<file path="src/pkg/dmh_pkg.sv">
// Purpose: Shared constants and carriers for the drive mode handshake block.
// Assumes: One clock domain; register addresses are the scanning register numbers.
// Notes: Upper half of each 32-bit register is sent first on the link.
package dmh_pkg;

  // Register numbers of the cyclic scanning window.
  localparam logic [15:0] DMH_ADDR_CTRL = 16'h1B0A;
  localparam logic [15:0] DMH_ADDR_REF32 = 16'h1B0C;
  localparam logic [15:0] DMH_ADDR_STATE = 16'h1B0E;
  localparam logic [15:0] DMH_ADDR_FLAGS = 16'h1B10;

  // Operating mode codes held in the low nibble of the command byte.
  localparam logic [3:0] DMH_MODE_JOG = 4'h1;
  localparam logic [3:0] DMH_MODE_HOME = 4'h2;
  localparam logic [3:0] DMH_MODE_PPOS = 4'h3;
  localparam logic [3:0] DMH_MODE_PVEL = 4'h4;
  localparam logic [3:0] DMH_MODE_SPEED = 4'h7;

  // Full command byte values, toggle bit excluded.
  localparam logic [6:0] DMH_CMD_JOG = 7'h01;
  localparam logic [6:0] DMH_CMD_HOME_SET = 7'h02;
  localparam logic [6:0] DMH_CMD_HOME_RUN = 7'h12;
  localparam logic [6:0] DMH_CMD_PP_ABS = 7'h03;
  localparam logic [6:0] DMH_CMD_PP_REL_SET = 7'h13;
  localparam logic [6:0] DMH_CMD_PP_REL_ACT = 7'h23;
  localparam logic [6:0] DMH_CMD_PVEL = 7'h04;
  localparam logic [6:0] DMH_CMD_SPEED = 7'h17;

  // Field positions.
  localparam int DMH_TOGGLE_BIT = 7;
  localparam int DMH_REJECT_BIT = 6;
  localparam int DMH_HOMED_BIT = 5;
  localparam int DMH_OPB_LSB = 16;
  localparam int DMH_SREF_LSB = 0;
  localparam int DMH_POWER_LSB = 8;
  localparam int DMH_MODE_MSB = 3;
  localparam logic [7:0] DMH_BYTE_ZERO = 8'h00;
  localparam logic [31:0] DMH_WORD_ZERO = 32'h0000_0000;
  localparam logic [15:0] DMH_HALF_ZERO = 16'h0000;
  localparam logic [3:0] DMH_NIB_ZERO = 4'h0;
  localparam logic [1:0] DMH_PAD2_ZERO = 2'h0;

  // Kinds of work handed to the motion logic.
  typedef enum logic [2:0] {
    DMH_ACT_NONE,
    DMH_ACT_JOG,
    DMH_ACT_HOME_SET,
    DMH_ACT_HOME_RUN,
    DMH_ACT_POSITION,
    DMH_ACT_VELOCITY,
    DMH_ACT_SPEED
  } dmh_act_t;

  // Register access from the fieldbus side.
  typedef struct packed {
    logic valid;
    logic write;
    logic wide;
    logic [15:0] addr;
    logic [31:0] wdata;
  } dmh_acc_req_t;

  typedef struct packed {
    logic done;
    logic err;
    logic [31:0] rdata;
  } dmh_acc_rsp_t;

  // Accepted command handed to the motion logic.
  typedef struct packed {
    logic start;
    dmh_act_t act;
    logic [3:0] mode;
    logic [15:0] short_ref;
    logic [31:0] position;
  } dmh_cmd_t;

  // Live status from the motion logic, same clock.
  typedef struct packed {
    logic [3:0] op_state;
    logic fault;
    logic warn;
    logic halt;
    logic run_extra;
    logic run_finished;
    logic run_fault;
    logic homed;
    logic busy;
    logic [31:0] actual_pos;
    logic [15:0] motion_flags;
    logic [15:0] aux_func;
  } dmh_stat_t;

endpackage

</file>
<file path="src/design/dmh_core.sv">
// Purpose: Cyclic scanning command interpreter with toggle handshake.
// Assumes: Register accesses and motion status share ref_clk.
// Notes: Drive input pins are asynchronous and pass a two-stage synchroniser.
// Contract
// - Low nibble of command byte selects jog, homing, position, velocity, speed.
// - Command 01h runs jog from short reference, long reference ignored.
// - 02h sets position to long reference; 12h homes with short method.
// - 03h starts absolute move, speed short, position long.
// - 13h moves relative to current target position at short speed.
// - 23h moves relative to actual motor position at short speed.
// - 17h speed control from short; 04h profile velocity from short.
// - All-zero command byte is not processed and raises no error.
// - Command fields are evaluated only when the toggle bit changed.
// - Rising and falling toggle changes are both valid.
// - Two readable 32-bit response registers carry state and flags.
// - Unit state word shows state in bits 0-3, halt in bit 8.
// - Bit 6 shows error, bit 7 shows warning.
// - Bits 13, 14, 15 show extra, finished and fault of the run.
// - Only 32-bit accesses are allowed; 16-bit access answers with error.
// - Unprocessable toggled request is rejected, flagged, running job kept.
// - Echoed toggle and reject flag returned; controller waits for them.
`timescale 1ns/100ps
`default_nettype none

module dmh_core (
  input wire logic ref_clk,
  input wire logic rst_b,
  input wire dmh_pkg::dmh_acc_req_t acc_req,
  output dmh_pkg::dmh_acc_rsp_t acc_rsp,
  input wire dmh_pkg::dmh_stat_t stat,
  input wire logic [5:0] drive_in_pins,
  output logic [7:0] power_ctrl,
  output dmh_pkg::dmh_cmd_t cmd
);
  import dmh_pkg::*;

  // Decode of the seven command bits into a kind of work.
  function automatic dmh_act_t decode_cmd(input logic [6:0] c);
    dmh_act_t a;
    a = DMH_ACT_NONE;
    case (c)
      DMH_CMD_JOG: a = DMH_ACT_JOG;
      DMH_CMD_HOME_SET: a = DMH_ACT_HOME_SET;
      DMH_CMD_HOME_RUN: a = DMH_ACT_HOME_RUN;
      DMH_CMD_PP_ABS, DMH_CMD_PP_REL_SET, DMH_CMD_PP_REL_ACT: begin
        a = DMH_ACT_POSITION;
      end
      DMH_CMD_PVEL: a = DMH_ACT_VELOCITY;
      DMH_CMD_SPEED: a = DMH_ACT_SPEED;
      default: a = DMH_ACT_NONE;
    endcase
    return a;
  endfunction

  // Field pick-outs of the control register word, shared by several processes.
  function automatic logic [7:0] op_field(input logic [31:0] w);
    return w[DMH_OPB_LSB +: 8];
  endfunction

  function automatic logic [15:0] short_field(input logic [31:0] w);
    return w[DMH_SREF_LSB +: 16];
  endfunction

  function automatic logic [15:0] ctrl_field(input logic [31:0] w);
    return w[DMH_OPB_LSB +: 16];
  endfunction

  // Positions wrap at 32 bits; the carry is dropped on purpose, not saturated.
  function automatic logic [31:0] add_ref(input logic [31:0] base, delta);
    logic [32:0] sum;
    sum = {1'b0, base} + {1'b0, delta};
    return sum[31:0];
  endfunction

  logic [15:0] drv_ctrl_q;
  logic [15:0] short_ref_q;
  logic [31:0] long_ref_q;
  logic toggle_last_q;
  logic toggle_echo_q;
  logic reject_q;
  logic [3:0] mode_q;
  logic [31:0] target_pos_q;
  logic [31:0] target_pos_d;
  logic [5:0] pins_meta_q;
  logic [5:0] pins_sync_q;
  dmh_cmd_t cmd_q;
  dmh_cmd_t cmd_d;
  dmh_acc_rsp_t rsp_q;

  logic acc_ok;
  logic ctrl_wr;
  logic [7:0] op_byte;
  logic toggled;
  logic accept;
  logic reject;
  dmh_act_t act;
  logic [15:0] unit_state_word;
  logic [7:0] run_state_byte;

  // A 16-bit access is refused outright so no half register is ever seen.
  assign acc_ok = acc_req.valid && acc_req.wide;
  assign ctrl_wr = acc_ok && acc_req.write && (acc_req.addr == DMH_ADDR_CTRL);
  assign op_byte = op_field(acc_req.wdata);

  // Any change of the toggle bit counts, in either direction.
  assign toggled = ctrl_wr
    && (op_byte[DMH_TOGGLE_BIT] != toggle_last_q);
  assign act = decode_cmd(op_byte[DMH_TOGGLE_BIT-1:0]);

  // A zero byte is silently skipped; unknown or blocked requests are refused.
  always_comb begin
    accept = 1'b0;
    reject = 1'b0;
    if (toggled && (op_byte != DMH_BYTE_ZERO)) begin
      if ((act == DMH_ACT_NONE) || stat.busy) begin
        reject = 1'b1;
      end else begin
        accept = 1'b1;
      end
    end
  end

  // Build the command from the short reference carried with the toggling write.
  // The long reference is taken from its register, loaded beforehand.
  always_comb begin
    cmd_d = '0;
    target_pos_d = target_pos_q;
    cmd_d.start = accept;
    cmd_d.act = act;
    cmd_d.mode = op_byte[DMH_MODE_MSB:0];
    cmd_d.short_ref = short_field(acc_req.wdata);
    case (op_byte[DMH_TOGGLE_BIT-1:0])
      DMH_CMD_JOG: begin
        cmd_d.position = DMH_WORD_ZERO;
      end
      DMH_CMD_HOME_SET: begin
        cmd_d.short_ref = DMH_HALF_ZERO;
        cmd_d.position = long_ref_q;
        target_pos_d = long_ref_q;
      end
      DMH_CMD_HOME_RUN: begin
        cmd_d.position = DMH_WORD_ZERO;
      end
      DMH_CMD_PP_ABS: begin
        cmd_d.position = long_ref_q;
        target_pos_d = long_ref_q;
      end
      DMH_CMD_PP_REL_SET: begin
        cmd_d.position = add_ref(target_pos_q, long_ref_q);
        target_pos_d = add_ref(target_pos_q, long_ref_q);
      end
      DMH_CMD_PP_REL_ACT: begin
        cmd_d.position = add_ref(stat.actual_pos, long_ref_q);
        target_pos_d = add_ref(stat.actual_pos, long_ref_q);
      end
      DMH_CMD_PVEL, DMH_CMD_SPEED: begin
        cmd_d.position = DMH_WORD_ZERO;
      end
      default: begin
        cmd_d.position = DMH_WORD_ZERO;
      end
    endcase
    if (!accept) begin
      target_pos_d = target_pos_q;
    end
  end

  // Control registers written by the controller.
  always_ff @(posedge ref_clk) begin
    if (!rst_b) begin
      drv_ctrl_q <= DMH_HALF_ZERO;
      short_ref_q <= DMH_HALF_ZERO;
      long_ref_q <= DMH_WORD_ZERO;
    end else begin
      if (ctrl_wr) begin
        drv_ctrl_q <= ctrl_field(acc_req.wdata);
        short_ref_q <= short_field(acc_req.wdata);
      end
      if (acc_ok && acc_req.write && (acc_req.addr == DMH_ADDR_REF32)) begin
        long_ref_q <= acc_req.wdata;
      end
    end
  end

  // Toggle history and its echo; the echo follows every seen toggle.
  always_ff @(posedge ref_clk) begin
    if (!rst_b) begin
      toggle_last_q <= 1'b0;
      toggle_echo_q <= 1'b0;
    end else if (ctrl_wr) begin
      toggle_last_q <= op_byte[DMH_TOGGLE_BIT];
      if (toggled) begin
        toggle_echo_q <= op_byte[DMH_TOGGLE_BIT];
      end
    end
  end

  // Reject flag is held until a later toggled request is accepted.
  always_ff @(posedge ref_clk) begin
    if (!rst_b) begin
      reject_q <= 1'b0;
    end else if (reject) begin
      reject_q <= 1'b1;
    end else if (accept) begin
      reject_q <= 1'b0;
    end
  end

  // Selected mode and target tracking; a rejected request changes neither.
  always_ff @(posedge ref_clk) begin
    if (!rst_b) begin
      mode_q <= DMH_NIB_ZERO;
      target_pos_q <= DMH_WORD_ZERO;
    end else begin
      target_pos_q <= target_pos_d;
      if (accept) begin
        mode_q <= op_byte[DMH_MODE_MSB:0];
      end
    end
  end

  // Command pulse to the motion logic, one cycle per accepted request.
  always_ff @(posedge ref_clk) begin
    if (!rst_b) begin
      cmd_q <= '0;
    end else if (accept) begin
      cmd_q <= cmd_d;
    end else begin
      cmd_q.start <= 1'b0;
    end
  end

  // Input pins come from outside the clock domain.
  always_ff @(posedge ref_clk) begin
    if (!rst_b) begin
      pins_meta_q <= 6'h00;
      pins_sync_q <= 6'h00;
    end else begin
      pins_meta_q <= drive_in_pins;
      pins_sync_q <= pins_meta_q;
    end
  end

  // Status words assembled from live motion state.
  always_comb begin
    unit_state_word = {
      stat.run_fault,
      stat.run_finished,
      stat.run_extra,
      DMH_NIB_ZERO,
      stat.halt,
      stat.warn,
      stat.fault,
      DMH_PAD2_ZERO,
      stat.op_state
    };
    run_state_byte = DMH_BYTE_ZERO;
    run_state_byte[DMH_TOGGLE_BIT] = toggle_echo_q;
    run_state_byte[DMH_REJECT_BIT] = reject_q;
    run_state_byte[DMH_HOMED_BIT] = stat.homed;
    run_state_byte[DMH_MODE_MSB:0] = mode_q;
  end

  // Access answer: one cycle after the request, error on bad width or address.
  always_ff @(posedge ref_clk) begin
    if (!rst_b) begin
      rsp_q <= '0;
    end else begin
      rsp_q.done <= acc_req.valid;
      rsp_q.err <= 1'b0;
      rsp_q.rdata <= DMH_WORD_ZERO;
      if (acc_req.valid && !acc_req.wide) begin
        rsp_q.err <= 1'b1;
      end else if (acc_req.valid) begin
        case (acc_req.addr)
          DMH_ADDR_CTRL: rsp_q.rdata <= {drv_ctrl_q, short_ref_q};
          DMH_ADDR_REF32: rsp_q.rdata <= long_ref_q;
          DMH_ADDR_STATE: begin
            rsp_q.err <= acc_req.write;
            rsp_q.rdata <= {unit_state_word, run_state_byte,
                            DMH_PAD2_ZERO, pins_sync_q};
          end
          DMH_ADDR_FLAGS: begin
            rsp_q.err <= acc_req.write;
            rsp_q.rdata <= {stat.motion_flags, stat.aux_func};
          end
          default: rsp_q.err <= 1'b1;
        endcase
      end
    end
  end

  // Outputs come straight from flip-flops so the far side sees no glitches.
  assign acc_rsp = rsp_q;
  assign cmd = cmd_q;
  assign power_ctrl = drv_ctrl_q[DMH_POWER_LSB +: 8];

endmodule

`default_nettype wire

</file>
<file path="config.mk">
export PLATFORM = sky130hd
export DESIGN_NAME = dmh_core
export DESIGN_NICKNAME = d
export VERILOG_FILES = /design/src/pkg/dmh_pkg.sv /design/src/design/dmh_core.sv
export SDC_FILE = /design/constraint.sdc
export NUM_CORES = 1
export LEC_CHECK = 0
export BUFFER_PORTS_ARGS = -buffer_cell sky130_fd_sc_hd__buf_2
export CAP_MARGIN = 10
export CORE_MARGIN = 2
export CORE_UTILIZATION = 60
export DETAILED_ROUTE_END_ITERATION = 7
export MAX_ROUTING_LAYER = met4
export PLACE_DENSITY = 0.95
export SLEW_MARGIN = 40
export SYNTH_ARGS = -nofsm -noshare
export SYNTH_HDL_FRONTEND = slang
export SYNTH_SLANG_ARGS = --single-unit
export TNS_END_PERCENT = 30
</file>
<file path="constraint.sdc">
create_clock -name ref_clk -period 6.15 [get_ports ref_clk]
set_clock_uncertainty 0.2 [all_clocks]
set_input_delay 0.3075 -clock ref_clk [delete_from_list [all_inputs] [get_ports ref_clk]]
set_output_delay 0.3075 -clock ref_clk [all_outputs]
set_load 0.05 [all_outputs]
</file>
# ---- Word level (Yosys, flattened, before mapping)
# Cells that the tools add are included.
dict set report op_classes {
  add_sub_neg 2
  n_mul 0
  div_mod_pow 0
  n_lt_le_gt_ge 0
  eq_ne 13
  shift 0
  n_mux 15
  bitwise_logic 2
  reduce_logical 20
}
# cell count
set op_table {}
lappend op_table {{case mux 32 bit (3 select lines)} 2}
lappend op_table {{case mux 32 bit (4 select lines)} 1}
lappend op_table {{adder 32 bit} 2}
lappend op_table {{equality test 16 x 13 -> 1 bit, second input constant} 4}
lappend op_table {{2-to-1 mux 33 bit} 1}
lappend op_table {{equality test 7 x 5 -> 1 bit, second input constant} 3}
lappend op_table {{case mux 3 bit (6 select lines)} 1}
lappend op_table {{2-to-1 mux 16 bit} 1}
lappend op_table {{equality test 7 x 2 -> 1 bit, second input constant} 2}
lappend op_table {{2-to-1 mux 1 bit} 8}
lappend op_table {{nonzero test 8 bit} 1}
lappend op_table {{equality test 7 x 1 -> 1 bit, second input constant} 1}
lappend op_table {{equality test 7 x 3 -> 1 bit, second input constant} 1}
lappend op_table {{equality test 7 x 6 -> 1 bit, second input constant} 1}
lappend op_table {{logical AND 1 bit} 7}
lappend op_table {{OR reduction 2 bit} 3}
lappend op_table {{OR reduction 3 bit} 2}
lappend op_table {{AND reduction 2 bit} 2}
lappend op_table {{logical NOT 3 bit} 1}
lappend op_table {{nonzero test 3 bit} 1}
lappend op_table {{NOT 1 bit} 2}
lappend op_table {{case mux 1 bit (2 select lines)} 1}
lappend op_table {{nonzero test 2 bit} 1}
lappend op_table {{logical NOT 1 bit} 1}
lappend op_table {{other kinds (2)} 2}
dict set report word_totals {
  reg_bits 201
  latchBits 0
  mem_bits_rw 0
  mem_bits_ro 0
  inputBits 135
  out_inout_bits 98
  elab_cells 69
  mem_count 0
}

# ---- Depth between registers and ports, before layout
dict set report logic_depth {
  word_depth 9
  mapped_depth 12
  mapped_depth_nobuf 11
}

# ---- Least setup slack after synthesis
# Ideal clock, no wire load.
dict set report synth_timing {
  kind {register to register}
  startpoint {register long_ref_q[0]}
  endpoint {register cmd_q, in the netlist cmd[24]}
  setup_ns 0.126
  arrival_ns 2.827
  required_time_ns 5.824
  path_slack_ns 2.997
  stages_incl_launch_ff 12
  synth_period_minus_slack_ns 3.153
  cell_sequence {dfxtp_1 -> ha_1 -> fa_1 -> a21o_1 -> a21boi_0 -> o211ai_1 -> nand2b_1 -> a31o_2 -> a32o_1 -> a221o_1 -> a22oi_1 -> o21ai_0}
}
dict set report synth_between {
  elab_chain_len 2
  elab_cells_between_ends 3
  classes_between {add/sub (2); mux (1)}
}
# item line
set synth_rtl {}
lappend synth_rtl {{start: declaration} dmh_core.sv:77} ;# logic [31:0] long_ref_q;
lappend synth_rtl {{start signal: assignment} dmh_core.sv:180} ;# long_ref_q <= acc_req.wdata;
lappend synth_rtl {{adder 32 bit} dmh_core.sv:71} ;# sum = {1'b0, base} + {1'b0, delta};
lappend synth_rtl {{case mux 32 bit (3 select lines) (*)} dmh_core.sv:132} ;# case (op_byte[DMH_TOGGLE_BIT-1:0])
lappend synth_rtl {{end signal: assignment} dmh_core.sv:227} ;# cmd_q <= cmd_d;
lappend synth_rtl {{end: declaration} dmh_core.sv:86} ;# dmh_cmd_t cmd_q;
# Every way passes the cells marked *; elsewhere a longest branch is shown, timed or not.
# A chain may end at the register's enable or synchronous reset.

# ---- Final worst setup path
dict set report layout_timing {
  startpoint {register long_ref_q[1]}
  endpoint {register cmd_q, in the netlist cmd[31]}
}
# Same word-level chain as after synthesis.

==> run summary <==
main combinational cell family by area after synthesis: compound AO/OA/AOI/OAI gates
class of the tightest hold or removal check: in -> reg
Bufs and invs on worst path: 0
Worst Path Arrival: 4.18 ns
worst ir drop on vdd: 0.187 mV
signed area change from the synthesized netlist to the final layout: 21.7%
Mapped Avg Cell Area: 8.25 µm²
# Post-CTS Setup Buffers: 0
Die ar.: 19,600 µm²
placed insts: 1,718
clock transition at the registers of the reported paths: 0.09 ns
Ys Warns: 0
number of global-route vias before repair: 11,668
violations in the final reports: design-rule violations
Netlist cell types: 83
number of vias after detailed routing: 12,193
Period minus WS final: 4.08 ns
met1 usage: 49.2%
Vias/cell: 6.71
post-synthesis share of cell area spent on and, or, nand and nor gates: 16.2%
total congestion overflow after global routing: 0
Die Ht: 140 µm
Routed WL per cell: 22.2 µm
Main synth FF type: sky130_fd_sc_hd__dfxtp_1
Worst slew margin: 50.7%
number of detailed-routing iterations run before antenna repair: 8
post-synthesis adder-cell area fraction: 7.36%
worst hold path depth: 3
final count of hold timing violations: 0
Crit. End Element: flop
post-route insts no fill: 1,816
RSZ-0062 raised after global routing: false
measured slew at the worst slew-check pin: 0.736 ns
xor/xnor share of the synthesized area: 4.35%
Chip Width: 140 µm
number of max-slew violations in the final report: 0
number of nets in the synthesized netlist: 1,543
fraction of the yosys area taken by sequential cells: 36.1%
cells taking the most area after synthesis: sky130_fd_sc_hd__dfxtp_1 (36%), sky130_fd_sc_hd__a21oi_1 (8.3%), sky130_fd_sc_hd__nand2_1 (7.3%)
Setup Viol. Count Final: 0
final clock period utilization by the worst path: 66.4%
met2 Usage GRT: 64.6%
routed wire length: 40.3 mm
total number of cells along the worst setup path: 10
final hold slack: 0.00530 ns
global placement routability congestion: 0.959
area share of the largest cell type after synthesis: 36.1%
length in cells of the worst reg-to-reg path: 10
final standard cell utilization of the core: 74.9%
number of synthesized flops with an enable pin: 0
GRT Resource Usage Total: 40.7%
pin count of the biggest net entering global routing: 87
clock tree from TritonCTS: built
cell type with the largest total area after synthesis: sky130_fd_sc_hd__dfxtp_1
master of the slowest instance on the critical path: sky130_fd_sc_hd__a2111oi_1
register bit count reported by yosys: 200
share of post-route cells with drive strength above 1: 19.5%
number of buffers between clock root and the deepest sink: 2
core outline area: 18,000 µm²
achievable frequency: 245 MHz
H-tree lvl count: 4
cell chain of the critical path: ha_1, a211oi_1, o21ai_0, a2111oi_1, o31a_1, o21bai_1, a41oi_1, mux2i_1, nor3_1, o21ai_0
WS Path Type: reg -> reg
leakage: 5.87 nW
cells resized by post-CTS repair: 0
delay of the slowest cell on the worst path: 0.68 ns
number of antenna violations at the first check in global routing: 1
cell type group with the largest total delay on the critical path: compound AO/OA/AOI/OAI gates
IO Count: 233
critical-path maximum fanout: 8
standard-cell row count: 49
initial core utilization: 61.5%
total negative setup slack: 0 ns
number of clock sinks seen by CTS: 200
area of the mapped netlist: 11,100 µm²
outcome: finished, violations left
most repeated cell in the gate-level netlist after synthesis: sky130_fd_sc_hd__nand2_1
compound-cell area share of the yosys netlist: 30.6%
Port Buf Inserts: 232
first-pass GRT wire length: 61.9 mm
required time at the worst-slack endpoint: 6.25 ns
gr busiest metal: met2
library cell appearing most often on the critical path: sky130_fd_sc_hd__o21ai_0
placed wire-length estimate: 25.0 mm
list of most frequent post-synthesis cells: sky130_fd_sc_hd__nand2_1 (216), sky130_fd_sc_hd__dfxtp_1 (200), sky130_fd_sc_hd__a21oi_1 (184), sky130_fd_sc_hd__clkbuf_1 (74)
Post-route DRC: 11
portion of netlist area occupied by mux cells: 1.00%
GR Util met3: 7.93%
proportion of register bits with asynchronous set or reset after synthesis: 0%
number of standard cells after synthesis: 1,344
number of max-cap violations: 0
number of buffers inserted during clock tree synthesis: 17
clock latency at the later pin of the worst-skew pair: 0.45 ns
final antenna-violating net count: 0
initial DRC count: 1,783
kind of start point of the critical path: flop
Final Net Count: 1,772
master cell of the clock root buffer: sky130_fd_sc_hd__clkbuf_16
power density over cell area: 200 nW/µm²
[final cells by class]
type / count / area, µm²
Antenna cell: 1 / 2.50
Clock inverter: 15 / 211
Timing Repair Buffer: 307 / 1890
Fill cell: 1243 / 4530
Inverter: 14 / 52.6
Multi-Input combinational cell: 1033 / 6620
Sequential cell: 200 / 4000
Tap cell: 229 / 287
Clock buffer: 17 / 425
[flip-flops by register name (all words and copies together), names as in the netlist]
signal / cells
pins_meta_q: 6
short_ref_q: 16
target_pos_q: 32
cmd: 56
toggle_echo_q: 1
drv_ctrl_q: 16
reject_q: 1
acc_rsp: 34
pins_sync_q: 6
long_ref_q: 32
[worst register-to-register path, stage by stage, from the launching register on]
cell and delay [ns]:
sky130_fd_sc_hd__dfxtp_1 0.59, sky130_fd_sc_hd__ha_1 0.34, sky130_fd_sc_hd__a211oi_1 0.30, sky130_fd_sc_hd__o21ai_0 0.32, sky130_fd_sc_hd__a2111oi_1 0.69, sky130_fd_sc_hd__o31a_1 0.37, sky130_fd_sc_hd__o21bai_1 0.17, sky130_fd_sc_hd__a41oi_1 0.46
sky130_fd_sc_hd__mux2i_1 0.14, sky130_fd_sc_hd__nor3_1 0.25, sky130_fd_sc_hd__o21ai_0 0.12
[final timing paths]
| check | startpoint | end | slack (ns) |
|---|---|---|---|
| hold / removal | stat[10] | acc_rsp[10] | 0.005 |
| setup / recovery | long_ref_q[1] | cmd[31] | 2.07 |
| setup reg to reg | long_ref_q[1] | cmd[31] | 2.07 |
| hold reg to reg | pins_meta_q[4] | pins_sync_q[4] | 0.24 |
[logic make-up after synthesis]
kind of cell | count (synthesis)
AOI/OAI and AO/OA | 514
xor gates and xnor gates | 55
adders and majority gates | 64
buffers and inverters | 111
DFF | 200
muxes | 11
and+or+nand+nor | 389
[power by group]
group | total [mW] | switching, mW | internal, mW | leakage [nW]
Sequential | 1.30 | 0.00164 | 1.30 | 1.61
Combinational | 0.183 | 0.102 | 0.0817 | 3.95
Clock | 1.21 | 0.612 | 0.601 | 0.310
[placed cells by master, fill, tap and decap left out, drive strengths merged, types with 6 or more instances in the layout]
cell type    instances
a21boi               8
dfxtp              200
nand2b               7
clkinv               6
a222oi              12
inv                 22
a31oi               14
dlygate4sd3         64
o21bai               6
a32oi                7
buf                243
o22ai                9
a22o                19
ha                  62
o21a                14
clkbuf              17
nand2              217
mux2i               10
and2                24
nor3                17
a22oi               61
nand4                8
a211oi              13
a211o                6
a311oi               9
a21o                43
o21ai               66
a21oi              184
and3                 9
nor2b                7
xnor2               29
xor2                26
nor2                55
nand3               13
[timing repair]
action,4_1_cts,5_1_grt
hold buffers,64,0
setup endpoints to repair,0,0
hold endpoints to repair,103,0
[routing by layer]
layer  wire length, µm  share of wire (%)
met3              4390                 11
met1             15100                 38
met5                 0                  0
met2             18600                 46
met4              2210                5.5
[stage by stage]
step | setup WS, ns | total power [mW] | area [µm²]
finish | 2.07 | 2.70 | 13500
global placement | 2.03 | 1.47 | 12200
floorplan | 3.00 | 1.40 | 11100
detailed placement | 1.95 | 1.47 | 12200
CTS | 2.12 | 2.66 | 13500
global route | 1.65 | 2.75 | 13500
Note: power is estimated with default switching activity, not from simulation.
